[src/rtl/perfmon_irq_defs.svh]
/*
  Offsets, field positions, reset values and sizes for the
  performance event interrupt block.
  Assumes a byte-addressed APB register window with 32-bit words.
*/
`ifndef PERFMON_IRQ_DEFS_SVH
`define PERFMON_IRQ_DEFS_SVH

`define OFF_OVF_LOC       12'h318
`define OFF_CNT_LOC       12'h31C
`define OFF_FLAG          12'h324
`define OFF_CTRL          12'h328
`define OFF_PAYLOAD       12'h32C
`define OFF_TGT_LO        12'h330
`define OFF_TGT_HI        12'h334
`define OFF_SIG_MASK      12'h338
`define ADDR_BITS         12

`define CTRL_MASK_BIT     31
`define CTRL_HELD_BIT     30
`define CTRL_RSVD_RST     30'h0000000
`define OVF_ALIGN_BITS    3
`define NUM_COUNTERS      8
`define PAYLOAD_W         16

`endif

[src/rtl/perfmon_irq_pkg.sv]
/*
  Types for the performance event interrupt block.
  Assumes perfmon_irq_defs.svh is compiled alongside.
*/
package perfmon_irq_pkg;

  typedef struct packed {
    logic        valid;
    logic [63:0] addr;
    logic [31:0] data;
  } msg_type;

  typedef enum logic [1:0] {
    MS_IDLE = 2'b00,
    MS_SEND = 2'b01
  } msg_state_type;

  typedef struct packed {
    logic          flag;
    logic          maskBit;
    logic          held;
    logic [29:0]   ctrlRsvd;
    logic [15:0]   payload;
    logic [29:0]   tgtLo;
    logic [31:0]   tgtHi;
    logic          sigMask;
    logic          sent;
    msg_state_type mstate;
    msg_type       msg;
    logic [31:0]   prdata;
    logic          pready;
    logic          pslverr;
    logic          irq;
  } state_type;

endpackage

[src/rtl/perfmon_irq.sv]
/*
  Performance event interrupt block: location registers, event flag,
  message mask and pending logic, and message emission.
  Assumes counter overflow and interrupt-enable vectors arrive in the
  clk domain, and that the fabric accepts a message with msgReady.
*/
`timescale 1ns/1ns
`include "perfmon_irq_defs.svh"

module perfmon_irq (
  // Clock and reset
  input  wire logic                       clk,
  input  wire logic                       sys_rst,
  // APB slave
  input  wire logic                       psel,
  input  wire logic                       penable,
  input  wire logic                       pwrite,
  input  wire logic [`ADDR_BITS-1:0]      paddr,
  input  wire logic [31:0]                pwdata,
  input  wire logic [3:0]                 pstrb,
  output logic      [31:0]                prdata,
  output logic                            pready,
  output logic                            pslverr,
  // Configuration from neighbouring logic
  input  wire logic                       perfmonSupported,
  input  wire logic [31:0]                overflowLocation,
  input  wire logic [31:0]                counterLocation,
  input  wire logic [4:0]                 strideBits,
  // Counter events
  input  wire logic [`NUM_COUNTERS-1:0]   counterOverflow,
  input  wire logic [`NUM_COUNTERS-1:0]   irqOnOverflow,
  // Message to fabric
  output perfmon_irq_pkg::msg_type        msgOut,
  input  wire logic                       msgReady,
  // Local interrupt
  output logic                            irq
);
  import perfmon_irq_pkg::*;

  state_type s_q;
  state_type s_d;

  // ==========================================================
  // Helpers
  // ==========================================================
  function automatic logic [31:0] lowZero(input logic [31:0] v,
                                          input logic [5:0]  n);
    logic [31:0] m;
    m = 32'hFFFFFFFF << n;
    return v & m;
  endfunction

  function automatic logic [31:0] laneMerge(input logic [31:0] old,
                                            input logic [31:0] wd,
                                            input logic [3:0]  st);
    logic [31:0] r;
    r = old;
    for (int i = 0; i < 4; i++) begin
      if (st[i]) begin
        r[i*8 +: 8] = wd[i*8 +: 8];
      end
    end
    return r;
  endfunction

  // ==========================================================
  // Next state
  // ==========================================================
  logic        access;
  logic        wr;
  logic        event1;
  logic        flagClr;
  logic [31:0] ctrlWord;
  logic [31:0] ctrlNew;
  logic [31:0] wv;
  logic [31:0] rd;
  logic        hit;

  always_comb begin
    s_d      = s_q;
    access   = psel && penable && !s_q.pready;
    wr       = access && pwrite && perfmonSupported;
    ctrlWord = {s_q.maskBit, s_q.held, s_q.ctrlRsvd};
    ctrlNew  = ctrlWord;
    wv       = 32'h00000000;
    rd       = 32'h00000000;
    hit      = 1'b1;
    flagClr  = 1'b0;
    event1   = perfmonSupported && |(counterOverflow & irqOnOverflow);

    s_d.pready  = access;
    s_d.pslverr = 1'b0;

    // Register writes
    if (wr) begin
      unique case (paddr)
        `OFF_FLAG: begin
          wv      = laneMerge(32'h00000000, pwdata, pstrb);
          flagClr = wv[0];
        end
        `OFF_CTRL: begin
          ctrlNew = laneMerge(ctrlWord, pwdata, pstrb);
          s_d.maskBit  = ctrlNew[`CTRL_MASK_BIT];
          s_d.ctrlRsvd = ctrlNew[29:0];
        end
        `OFF_PAYLOAD: begin
          wv = laneMerge({16'h0000, s_q.payload}, pwdata, pstrb);
          s_d.payload = wv[15:0];
        end
        `OFF_TGT_LO: begin
          wv = laneMerge({s_q.tgtLo, 2'b00}, pwdata, pstrb);
          s_d.tgtLo = wv[31:2];
        end
        `OFF_TGT_HI: begin
          s_d.tgtHi = laneMerge(s_q.tgtHi, pwdata, pstrb);
        end
        `OFF_SIG_MASK: begin
          wv = laneMerge({31'h0, s_q.sigMask}, pwdata, pstrb);
          s_d.sigMask = wv[0];
        end
        default: begin
          hit = 1'b0;
        end
      endcase
    end

    // Event flag: set wins over clear
    if (flagClr) begin
      s_d.flag = 1'b0;
      s_d.sent = 1'b0;
      s_d.held = 1'b0;
    end
    if (event1) begin
      s_d.flag = 1'b1;
    end

    // Message generation, one per flag assertion
    if (event1 && !s_q.flag && !s_q.sent && s_q.mstate == MS_IDLE) begin
      if (s_d.maskBit) begin
        s_d.held = 1'b1;
      end else begin
        s_d.mstate = MS_SEND;
        s_d.sent   = 1'b1;
      end
    end else if (s_q.held && !s_d.maskBit && !flagClr &&
                 s_q.mstate == MS_IDLE) begin
      s_d.mstate = MS_SEND;
      s_d.held   = 1'b0;
      s_d.sent   = 1'b1;
    end

    // Message port
    unique case (s_q.mstate)
      MS_IDLE: begin
        s_d.msg.valid = 1'b0;
        if (s_d.mstate == MS_SEND) begin
          s_d.msg.valid = 1'b1;
          s_d.msg.addr  = {s_q.tgtHi, s_q.tgtLo, 2'b00};
          s_d.msg.data  = {16'h0000, s_q.payload};
        end
      end
      MS_SEND: begin
        if (msgReady) begin
          s_d.msg.valid = 1'b0;
          s_d.mstate    = MS_IDLE;
        end
      end
      default: begin
        s_d.mstate = MS_IDLE;
      end
    endcase
    // Mask set while queued: withdraw and hold instead
    // Held only while the flag stands, so a cleared flag drops it
    if (s_q.mstate == MS_SEND && !msgReady && s_d.maskBit) begin
      s_d.msg.valid = 1'b0;
      s_d.mstate    = MS_IDLE;
      s_d.held      = s_d.flag;
    end

    // Register reads
    unique case (paddr)
      `OFF_OVF_LOC:  rd = lowZero(overflowLocation,
                                  6'(`OVF_ALIGN_BITS));
      `OFF_CNT_LOC:  rd = lowZero(counterLocation, {1'b0, strideBits});
      `OFF_FLAG:     rd = {31'h0, s_q.flag};
      `OFF_CTRL:     rd = {s_q.maskBit, s_q.held, s_q.ctrlRsvd};
      `OFF_PAYLOAD:  rd = {16'h0000, s_q.payload};
      `OFF_TGT_LO:   rd = {s_q.tgtLo, 2'b00};
      `OFF_TGT_HI:   rd = s_q.tgtHi;
      `OFF_SIG_MASK: rd = {31'h0, s_q.sigMask};
      default: begin
        rd  = 32'h00000000;
        hit = 1'b0;
      end
    endcase
    if (!perfmonSupported) begin
      rd = 32'h00000000;
    end
    if (access) begin
      s_d.prdata  = pwrite ? 32'h00000000 : rd;
      s_d.pslverr = !hit;
    end

    s_d.irq = s_d.flag && s_d.sigMask;
  end

  // ==========================================================
  // State register
  // ==========================================================
  always_ff @(posedge clk) begin
    if (sys_rst) begin
      s_q          <= '0;
      // Mask leaves reset set
      s_q.maskBit  <= 1'b1;
      s_q.ctrlRsvd <= `CTRL_RSVD_RST;
      s_q.mstate   <= MS_IDLE;
    end else begin
      s_q <= s_d;
    end
  end

  assign prdata  = s_q.prdata;
  assign pready  = s_q.pready;
  assign pslverr = s_q.pslverr;
  assign msgOut  = s_q.msg;
  assign irq     = s_q.irq;

  // ==========================================================
  // Checks
  // ==========================================================
  // Bus-side write strobes for the checks below
  logic wrFlag1;
  logic wrCtrl;
  assign wrFlag1 = psel && penable && pwrite && !s_q.pready &&
                   paddr == `OFF_FLAG && pstrb[0] && pwdata[0] &&
                   perfmonSupported;
  assign wrCtrl  = psel && penable && pwrite && !s_q.pready &&
                   paddr == `OFF_CTRL && perfmonSupported;

  property p_ovf;
    @(posedge clk) disable iff (sys_rst)
    s_q.pready && !pwrite && paddr == `OFF_OVF_LOC |->
      prdata[2:0] == 3'h0;
  endproperty
  ovf_low_zero_a: assert property (p_ovf) else $error("ovf low bits");

  cnt_low_zero_a: assert property (@(posedge clk) disable iff (sys_rst)
    $rose(pready) && !pwrite && paddr == `OFF_CNT_LOC |->
      (prdata & ~(32'hFFFFFFFF << strideBits)) == 32'h0)
    else $error("counter offset low bits");

  unsup_zero_a: assert property (@(posedge clk) disable iff (sys_rst)
    pready && !perfmonSupported && !$past(perfmonSupported) |->
      prdata == 32'h0)
    else $error("unsupported read nonzero");

  flag_set_a: assert property (@(posedge clk) disable iff (sys_rst)
    event1 |=> s_q.flag)
    else $error("flag not set");

  send_unmasked_a: assert property (@(posedge clk) disable iff (sys_rst)
    event1 && !s_q.flag && !s_q.sent && !s_q.maskBit && !wrCtrl &&
    s_q.mstate == MS_IDLE |=> msgOut.valid)
    else $error("message not sent");

  mask_block_a: assert property (@(posedge clk) disable iff (sys_rst)
    $rose(msgOut.valid) |-> !s_q.maskBit)
    else $error("message while masked");

  held_set_a: assert property (@(posedge clk) disable iff (sys_rst)
    event1 && !s_q.flag && !s_q.sent && s_q.maskBit && !wrCtrl &&
    s_q.mstate == MS_IDLE |=> s_q.held)
    else $error("pending not set");

  unmask_send_a: assert property (@(posedge clk) disable iff (sys_rst)
    wrCtrl && pstrb[3] && !pwdata[`CTRL_MASK_BIT] && s_q.held &&
    s_q.mstate == MS_IDLE
      |=> msgOut.valid && !s_q.held)
    else $error("held message lost");

  clear_drop_a: assert property (@(posedge clk) disable iff (sys_rst)
    wrFlag1 && !event1 |=> !s_q.held && !$rose(msgOut.valid))
    else $error("pending survived clear");

  msg_addr_a: assert property (@(posedge clk) disable iff (sys_rst)
    msgOut.valid |-> msgOut.addr[1:0] == 2'b00 && msgOut.data[31:16] == 16'h0)
    else $error("message format");

  one_msg_a: assert property (@(posedge clk) disable iff (sys_rst)
    $fell(msgOut.valid) && s_q.flag && !s_q.held && !wrFlag1
      |=> !msgOut.valid)
    else $error("second message");

  // Pending, flag and register-write bookkeeping
  flag_clear_a: assert property (@(posedge clk) disable iff (sys_rst)
    wrFlag1 && !event1 |=> !s_q.flag)
    else $error("flag not cleared");

  held_fall_a: assert property (@(posedge clk) disable iff (sys_rst)
    $fell(s_q.held) |-> msgOut.valid || $past(wrFlag1))
    else $error("pending dropped without cause");

  held_flag_a: assert property (@(posedge clk) disable iff (sys_rst)
    s_q.held |-> s_q.flag)
    else $error("pending without flag");

  msg_flag_a: assert property (@(posedge clk) disable iff (sys_rst)
    $rose(msgOut.valid) |-> s_q.flag)
    else $error("message without event");

  rsvd_keep_a: assert property (@(posedge clk) disable iff (sys_rst)
    !wrCtrl |=> $stable(s_q.ctrlRsvd))
    else $error("reserved control bits changed");

  unsup_write_a: assert property (@(posedge clk) disable iff (sys_rst)
    access && pwrite && !perfmonSupported |=>
      $stable(s_q.payload) && $stable(s_q.tgtHi) && $stable(s_q.ctrlRsvd))
    else $error("write taken while unsupported");

  // Register read format
  payload_rd_a: assert property (@(posedge clk) disable iff (sys_rst)
    s_q.pready && !pwrite && paddr == `OFF_PAYLOAD |->
      prdata[31:16] == 16'h0000)
    else $error("payload upper bits");

  flag_rd_a: assert property (@(posedge clk) disable iff (sys_rst)
    s_q.pready && !pwrite && paddr == `OFF_FLAG |->
      prdata[31:1] == 31'h0)
    else $error("status upper bits");

  addr_rd_a: assert property (@(posedge clk) disable iff (sys_rst)
    s_q.pready && !pwrite && paddr == `OFF_TGT_LO |->
      prdata[1:0] == 2'b00)
    else $error("target low bits");

  // Main scenarios
  cover_send_c:   cover property (@(posedge clk) $rose(msgOut.valid));
  cover_held_c:   cover property (@(posedge clk) $rose(s_q.held));
  cover_unmask_c: cover property (@(posedge clk)
    s_q.held ##1 !s_q.held && msgOut.valid);
  cover_clear_c:  cover property (@(posedge clk) s_q.held && wrFlag1);
  cover_unsup_c:  cover property (@(posedge clk) access && !perfmonSupported);

endmodule

[config.mk]
export PLATFORM = sky130hd
export DESIGN_NAME = perfmon_irq
export DESIGN_NICKNAME = d
export VERILOG_FILES = /design/src/rtl/perfmon_irq_pkg.sv /design/src/rtl/perfmon_irq.sv
export VERILOG_INCLUDE_DIRS = /design/src /design/src/rtl
export SDC_FILE = /design/constraint.sdc
export NUM_CORES = 1
export LEC_CHECK = 0
export BUFFER_PORTS_ARGS = -buffer_cell sky130_fd_sc_hd__buf_2
export CAP_MARGIN = 25
export CORE_MARGIN = 4
export CORE_UTILIZATION = 58
export DETAILED_ROUTE_END_ITERATION = 6
export GPL_TIMING_DRIVEN = 1
export PLACE_DENSITY = 0.88
export SYNTH_ARGS = -nofsm -noshare
export SYNTH_HDL_FRONTEND = slang
export SYNTH_SLANG_ARGS = --single-unit
[constraint.sdc]
create_clock -name clk -period 4.36 [get_ports clk]
set_input_delay 0.654 -clock clk [delete_from_list [all_inputs] [get_ports clk]]
set_output_delay 0.654 -clock clk [all_outputs]
set_load 0.1 [all_outputs]
==> results of run 1 <==
## worst max-delay path: stages
cell and delay [ns]:
buf_2 0.32, nor4bb_1 0.76, and3_1 0.30, nand3_1 0.17
a2bb2oi_4 0.20, buf_4 0.57, mux2i_1 0.28
## state kept, by name, indices dropped and copies added, names as in the netlist
name and flops:
pslverr 1, irq 1, ctrlWord 32, prdata 32, s_q 83, pready 1
msgOut 79
## per-stage QoR
stage	hold WS, ns	std cells	util	instance area, sq um
2_1_floorplan	0.429	1323	-	11100
3_3_place_gp	0.434	1616	0.616	11500
3_5_place_dp	0.440	1616	0.616	11500
4_1_cts	0.354	1660	0.661	12400
5_1_grt	0.390	1661	0.661	12400
6_report	0.366	1661	0.661	12400
## layer usage
metal	share of wire	vias to the layer above	global-route usage
met1	0.39	4668	0.390
li1	-	4629	-
met5	0.00039	-	0
met3	0.11	101	0.0595
met2	0.47	639	0.488
met4	0.036	2	0.107
## power groups by stage
stage / Sequential, mW / Combinational [mW] / Clock, mW
3_3_place_gp: 2.15 / 0.298 / 0
2_1_floorplan: 2.15 / 0.188 / 0
5_1_grt: 2.10 / 0.326 / 2.27
3_5_place_dp: 2.15 / 0.301 / 0
6_report: 2.10 / 0.308 / 2.14
4_1_cts: 2.10 / 0.303 / 2.17
## area by class of cell
type | instances | share of cell area
antenna | 1 | 0.000202
sequential | 229 | 0.371
inverter | 12 | 0.00385
clock buffer | 37 | 0.0615
multi-input combinational | 865 | 0.414
timing repair buffer | 276 | 0.119
tap | 234 | 0.0237
clock inverter | 7 | 0.00688
## placed cells by master, fill, tap and decap left out, types with 9 or more instances in the layout
master	instances
buf_2	249
a22o_1	29
o21ai_0	24
clkbuf_8	9
a22oi_1	24
a32oi_1	9
buf_4	25
nand2_1	292
a221oi_1	9
nor2_1	44
a21oi_1	86
nor2b_1	20
nand3_1	53
conb_1	19
a31oi_1	18
o21ai_1	25
inv_1	11
dfxtp_1	229
a222oi_1	18
clkbuf_16	25
mux2i_1	111
## worst min-delay path by stage
stage          cells past startpoint                   start                endpoint  slack [ns]
2_1_floorplan                      2  prdata[1]$_SDFFE_PP0N_  prdata[1]$_SDFFE_PP0N_        0.43
3_3_place_gp                       2  prdata[6]$_SDFFE_PP0N_  prdata[6]$_SDFFE_PP0N_        0.43
3_5_place_dp                       2  prdata[1]$_SDFFE_PP0N_  prdata[1]$_SDFFE_PP0N_        0.44
4_1_cts                            2                msgReady     s_q[132]$_SDFF_PP0_        0.35
5_1_grt                            2                msgReady     s_q[132]$_SDFF_PP0_        0.39
6_report                           2                msgReady     s_q[132]$_SDFF_PP0_        0.37
## cell families (layout without fill, tap and decap cells)
logic type / Yosys count / in the layout / share of synthesized area
AOI/OAI and AO/OA: 269 / 269 / 0.162
buffers and inverters: 229 / 332 / 0.127
DFF: 229 / 229 / 0.417
muxes: 111 / 111 / 0.101
other: 1 / 20 / 0.000341
and+or+nand+nor: 466 / 466 / 0.193
==> summary.txt, run 1 <==
Setup TNS: 0 ns
WP data required: 4.79 ns
Synth warnings: 0
Initial antenna violation count: 2
Switching Power: 1.06 mW
DRC errors left: 0
Combinational share of power: 0.068
Drt first pass iters: 6
Leakage power: 4.69 nW
Register bit total from synthesis: 229
DRT antenna net count: 0
FF/Latch Area: 4580 sq um
Global route overflow: 0
First-pass GRT wire length: 52100 um
Max rail drop VDD: 0.270 mV
Crit Reg-Reg Endpoint: msgOut[73]$_SDFFE_PP0P_
CP Launch Type: input port
Number of max-cap violations: 0
Leading area contributor after synthesis: dfxtp_1
# rows: 50
Total GRT Usage: 0.297
Worst slack, placed: 0.988 ns
IO Pins: 272
Unrepaired setup endpoints after global routing: no
Area of the multi-input gates: 5120 sq um
Pwr dens: 368 nW/um^2
Largest net degree at the start of global routing: 71
Status: finished, final reports clean
Setup ws final: 1.46 ns
Synth area leaders: dfxtp_1 (42%), mux2i_1 (10%), nand2_1 (10%)
Final-report setup violation count: 0
Switch share: 0.233
Ranking of synthesized cells by instance count: nand2_1 (292), dfxtp_1 (229), buf_4 (131), mux2i_1 (111), a21oi_1 (86)
Worst r2r src: pready$_SDFF_PP0_
Die Y: 146 um
Synthesized area per cell: 8.43 sq um
Total clock sinks: 229
Vias per cell: 6.04
Worst Setup EP: msgOut[73]$_SDFFE_PP0P_
Max Freq: 0.345 GHz
Post-DP HPWL: 23500 um
Post-synth EDFFs: 0
Register area share after synthesis: 0.417
Post-CTS sizing: 0
Critical Path Source: paddr[2]
First DRT Iteration DRCs: 993
Nets@finish: 1548
CP max FO: 42
Async SR Flop Fraction: 0
Die ar.: 21200 sq um
TritonCTS clock tree: done
IO Port Bufs: 250
Final Power: 4.55 mW
WL per Instance: 19.9 um
Post-Synthesis Cells: 1305
Initial Utilization: 0.588
Layout cells sized above 1: 0.234
Vias in the first global route: 9734
Die Width: 146 um
H-tree levels: 1
Flop pwr share: 0.461
WL final: 33100 um
Yosys top cell area share: 0.417
Worst Setup End Kind: flop
Post-CTS setup repair buffer count: 0
Core footprint: 18700 sq um
Fin. Hold Viols: 0
Final Skew: 0.0103 ns
Via count: 10.0k
Final worst-path cycle share: 0.664
CTS clk-pin slew, worst paths: 0.06 ns
Reg2Reg Depth: 8
Yosys cell types: 60
Cts hold-fix bufs: 0
Top_reg_cell synth: dfxtp_1
CP arrival: 3.33 ns
Root buffer cell: clkbuf_16
Worst Setup Path Type: in -> reg
Slew HR: 0.442
Clock power frac: 0.471
Hold Path Class: in -> reg
Internal power: 3.49 mW
Fin crit period: 2.90 ns
Number of fill cells in the layout: 1536
Reg2Reg Setup Slack: 1.81 ns
CTS Buf Count: 24
Layout area overhead: 12.3%
Clk_lat worst skew: 0.52 ns
Max clock buf depth: 3
Routability cong.: 0.891
Count leader, synth: nand2_1
Worst-Margin Slew: 0.830 ns
Synth Cell Area: 11000 sq um
Max Slew Vio Count: 0
Power figures use the tool's default switching activity.
==> run 2: changes to the inputs <==
--- a/config.mk
+++ b/config.mk
@@ -9,10 +9,10 @@
 export BUFFER_PORTS_ARGS = -buffer_cell sky130_fd_sc_hd__buf_2
 export CAP_MARGIN = 25
 export CORE_MARGIN = 4
-export CORE_UTILIZATION = 58
+export CORE_UTILIZATION = 49
 export DETAILED_ROUTE_END_ITERATION = 6
 export GPL_TIMING_DRIVEN = 1
-export PLACE_DENSITY = 0.88
+export PLACE_DENSITY = 0.79
 export SYNTH_ARGS = -nofsm -noshare
 export SYNTH_HDL_FRONTEND = slang
 export SYNTH_SLANG_ARGS = --single-unit
==> constraint.sdc (replaced) <==
create_clock -name clk -period 2.55 [get_ports clk]
set_input_delay 0.3825 -clock clk [delete_from_list [all_inputs] [get_ports clk]]
set_output_delay 0.3825 -clock clk [all_outputs]
set_load 0.1 [all_outputs]
==> run 2 against run 1 <==
Compared with the run above:
- clock skew grew 0.0019 ns
- highest routed layer unchanged
- core utilization fell by 7.8 points
- combinational power rose by 79%
- sequential cell count is the same
- first-iteration DRC count decreased by 1.4%
- hold slack got worse by 0.28 ns
- clock-buffer cell count down 4
- critical endpoint is now msgOut[45]$_SDFFE_PP0P_
==> summary.txt, run 2 (same netlist as run 1, synthesis figures left out) <==
Layout Cells excl Fill: 1746 (was 1661)
Global route overflow: 0 (unchanged)
Layout cells sized above 1: 0.255 (was 0.234)
Final Skew: 0.0122 ns (was 0.0103 ns)
CP Launch Type: flop (was input port)
WHS Endpoint: s_q[132]$_SDFF_PP0_ (unchanged)
CP max FO: 46 (was 42)
Max Slew Vio Count: 0 (unchanged)
Slew HR: 0.541 (was 0.442)
Total GRT Usage: 0.262 (was 0.297)
TritonCTS clock tree: done (unchanged)
Worst path top cell family by delay: simple AND/OR/NAND/NOR gates (unchanged)
Vias in the first global route: 9474 (was 9734)
Fin. Hold Viols: 0 (unchanged)
CTS Buf Count: 25 (was 24)
Worst Setup Path Type: reg -> reg (was in -> reg)
Number of instances in the placed design: 1700 (was 1616)
Crit-path cells: nand3b_1 > or2_2 > o21ai_1 > a2bb2oi_4 > buf_12 > mux2i_1 (was buf_2 > nor4bb_1 > and3_1 > nand3_1 > a2bb2oi_4 > buf_4 > mux2i_1)
Area of the multi-input gates: 5120 sq um (unchanged)
Commonest non-fill, non-tap cell in the layout: nand2_1 (unchanged)
Flop pwr share: 0.454 (was 0.461)
Total clock sinks: 229 (unchanged)
Reg2Reg Setup Slack: 0.38 ns (was 1.81 ns)
Leakage power: 4.90 nW (was 4.69 nW)
Fin crit period: 2.17 ns
# rows: 54 (was 50)
Largest net degree at the start of global routing: 64 (was 71)
CTS clk-pin slew, worst paths: 0.06 ns (about the same)
Final-report setup violation count: 0 (unchanged)
FF/Latch Area: 4580 sq um (unchanged)
Largest register FFs: 83 (unchanged)
Area post-placement: 11900 sq um (was 11500 sq um)
Final worst-path cycle share: 0.852
Min-Delay Startpoint: msgReady (unchanged)
Number of max-cap violations: 0 (unchanged)
WL final: 34300 um (was 33100 um)
IO Pins: 272 (unchanged)
H-tree levels: 1 (unchanged)
Crit path largest cell delay: 0.46 ns (was 0.76 ns)
First DRT Iteration DRCs: 979 (was 993)
Reg2Reg Depth: 6 (was 8)
WP data required: 2.94 ns (was 4.79 ns)
Hold path cells: 2 (unchanged)
Initial Utilization: 0.501 (was 0.588)
Max Freq: 0.460 GHz
Worst Setup End Kind: flop (unchanged)
WL per Instance: 19.6 um (was 19.9 um)
Clk_lat worst skew: 0.52 ns (about the same)
Number of fill cells in the layout: 1961 (was 1536)
Largest reg by FF count: s_q (unchanged)
Cts hold-fix bufs: 0 (unchanged)
Drt first pass iters: 6 (unchanged)
Status: finished, final reports clean (unchanged)
Crit Reg-Reg Endpoint: msgOut[45]$_SDFFE_PP0P_ (was msgOut[73]$_SDFFE_PP0P_)
Post-route cell area: 12800 sq um (was 12400 sq um)
Worst-Margin Slew: 0.688 ns (was 0.830 ns)
Hold Path Class: in -> reg (unchanged)
Layout area overhead: 16.3% (was 12.3%)
Via count: 9966 (was 10.0k)
Critical path's slowest cell: or2_2 (was nor4bb_1)
Core footprint: 22000 sq um (was 18700 sq um)
Clock power frac: 0.476 (was 0.471)
Max clock buf depth: 3 (unchanged)
IO Port Bufs: 250 (unchanged)
Initial antenna violation count: 4 (was 2)
Worst slack, placed: -0.0247 ns (was 0.988 ns)
Setup TNS: 0 ns (unchanged)
CP arrival: 2.57 ns (was 3.33 ns)
Die Y: 158 um (was 146 um)
First-pass GRT wire length: 52100 um (about the same)
Worst r2r src: pready$_SDFF_PP0_ (unchanged)
Setup ws final: 0.376 ns (was 1.46 ns)
Switching Power: 1.88 mW (was 1.06 mW)
Die ar.: 24900 sq um (was 21200 sq um)
Vias per cell: 5.71 (was 6.04)
Combinational share of power: 0.070 (was 0.068)
Internal power: 6.01 mW (was 3.49 mW)
Final Power: 7.90 mW (was 4.55 mW)
Post-DP HPWL: 24800 um (was 23500 um)
Post-CTS sizing: 0 (unchanged)
Unrepaired setup endpoints after global routing: no (unchanged)
Pwr dens: 617 nW/um^2 (was 368 nW/um^2)
Routability cong.: 0.929 (was 0.891)
Switch share: 0.238 (was 0.233)
Root buffer cell: clkbuf_16 (unchanged)
Max rail drop VDD: 0.431 mV (was 0.270 mV)
Post-CTS setup repair buffer count: 0 (unchanged)
Die Width: 158 um (was 146 um)
DRT antenna net count: 0 (unchanged)
Nets@finish: 1587 (was 1548)
WP buf/inv: 1 (was 2)
Most frequent cells in the layout: nand2_1 (292), buf_2 (249), dfxtp_1 (229), mux2i_1 (111), a21oi_1 (86) (unchanged)
DRC errors left: 0 (unchanged)
-- run 2: per-stage QoR --
| step | hold slack, ns | util |
|---|---|---|
| finish | 0.0866 | 0.583 |
| global route | 0.0830 | 0.583 |
| CTS | 0.0799 | 0.583 |
| detailed placement | 0.444 | 0.543 |
| global placement | 0.440 | 0.543 |
| floorplan | 0.429 | - |
-- run 2: worst reg2reg max path, stage by stage (launching register included) --
cell and delay, ns:
dfxtp_1 0.31, nand3b_1 0.39, or2_2 0.46, o21ai_1 0.32, a2bb2oi_4 0.12, buf_12 0.21
mux2i_1 0.23
-- run 2: how the worst max path moves through the flow --
stage	start	endpoint	slack (ns)	cells past startpoint
floorplan	pready$_SDFF_PP0_	msgOut[0]$_SDFFE_PP0P_	0.15	8
global placement	paddr[1]	msgOut[42]$_SDFFE_PP0P_	-0.01	8
detailed placement	paddr[1]	msgOut[42]$_SDFFE_PP0P_	-0.02	8
CTS	pready$_SDFF_PP0_	msgOut[45]$_SDFFE_PP0P_	0.41	6
global route	pready$_SDFF_PP0_	msgOut[77]$_SDFFE_PP0P_	0.23	6
finish	pready$_SDFF_PP0_	msgOut[45]$_SDFFE_PP0P_	0.38	6
-- run 2: cell type report --
type                       count  share of cell area
sequential                   229               0.358
timing repair buffer         314               0.143
antenna                        2            0.000391
multi-input combinational    865               0.400
clock buffer                  33              0.0559
inverter                      12             0.00371
clock inverter                11              0.0115
tap                          280              0.0274
-- run 2: per-layer routing --
metal | GRT usage | routed length, um
met1 | 0.344 | 13900
met2 | 0.421 | 15600
met3 | 0.0640 | 3570
met4 | 0.0918 | 1150
met5 | 0 | 21
-- run 2: power groups by stage --
stage                     Sequential [mW]  Clock, mW  Combinational, mW
final                                3.59       3.76              0.551
after global routing                 3.59       3.96              0.584
after CTS                            3.59       3.79              0.544
after detailed placement             3.67          0              0.541
after global placement               3.67          0              0.538
after floorplan                      3.68          0              0.322
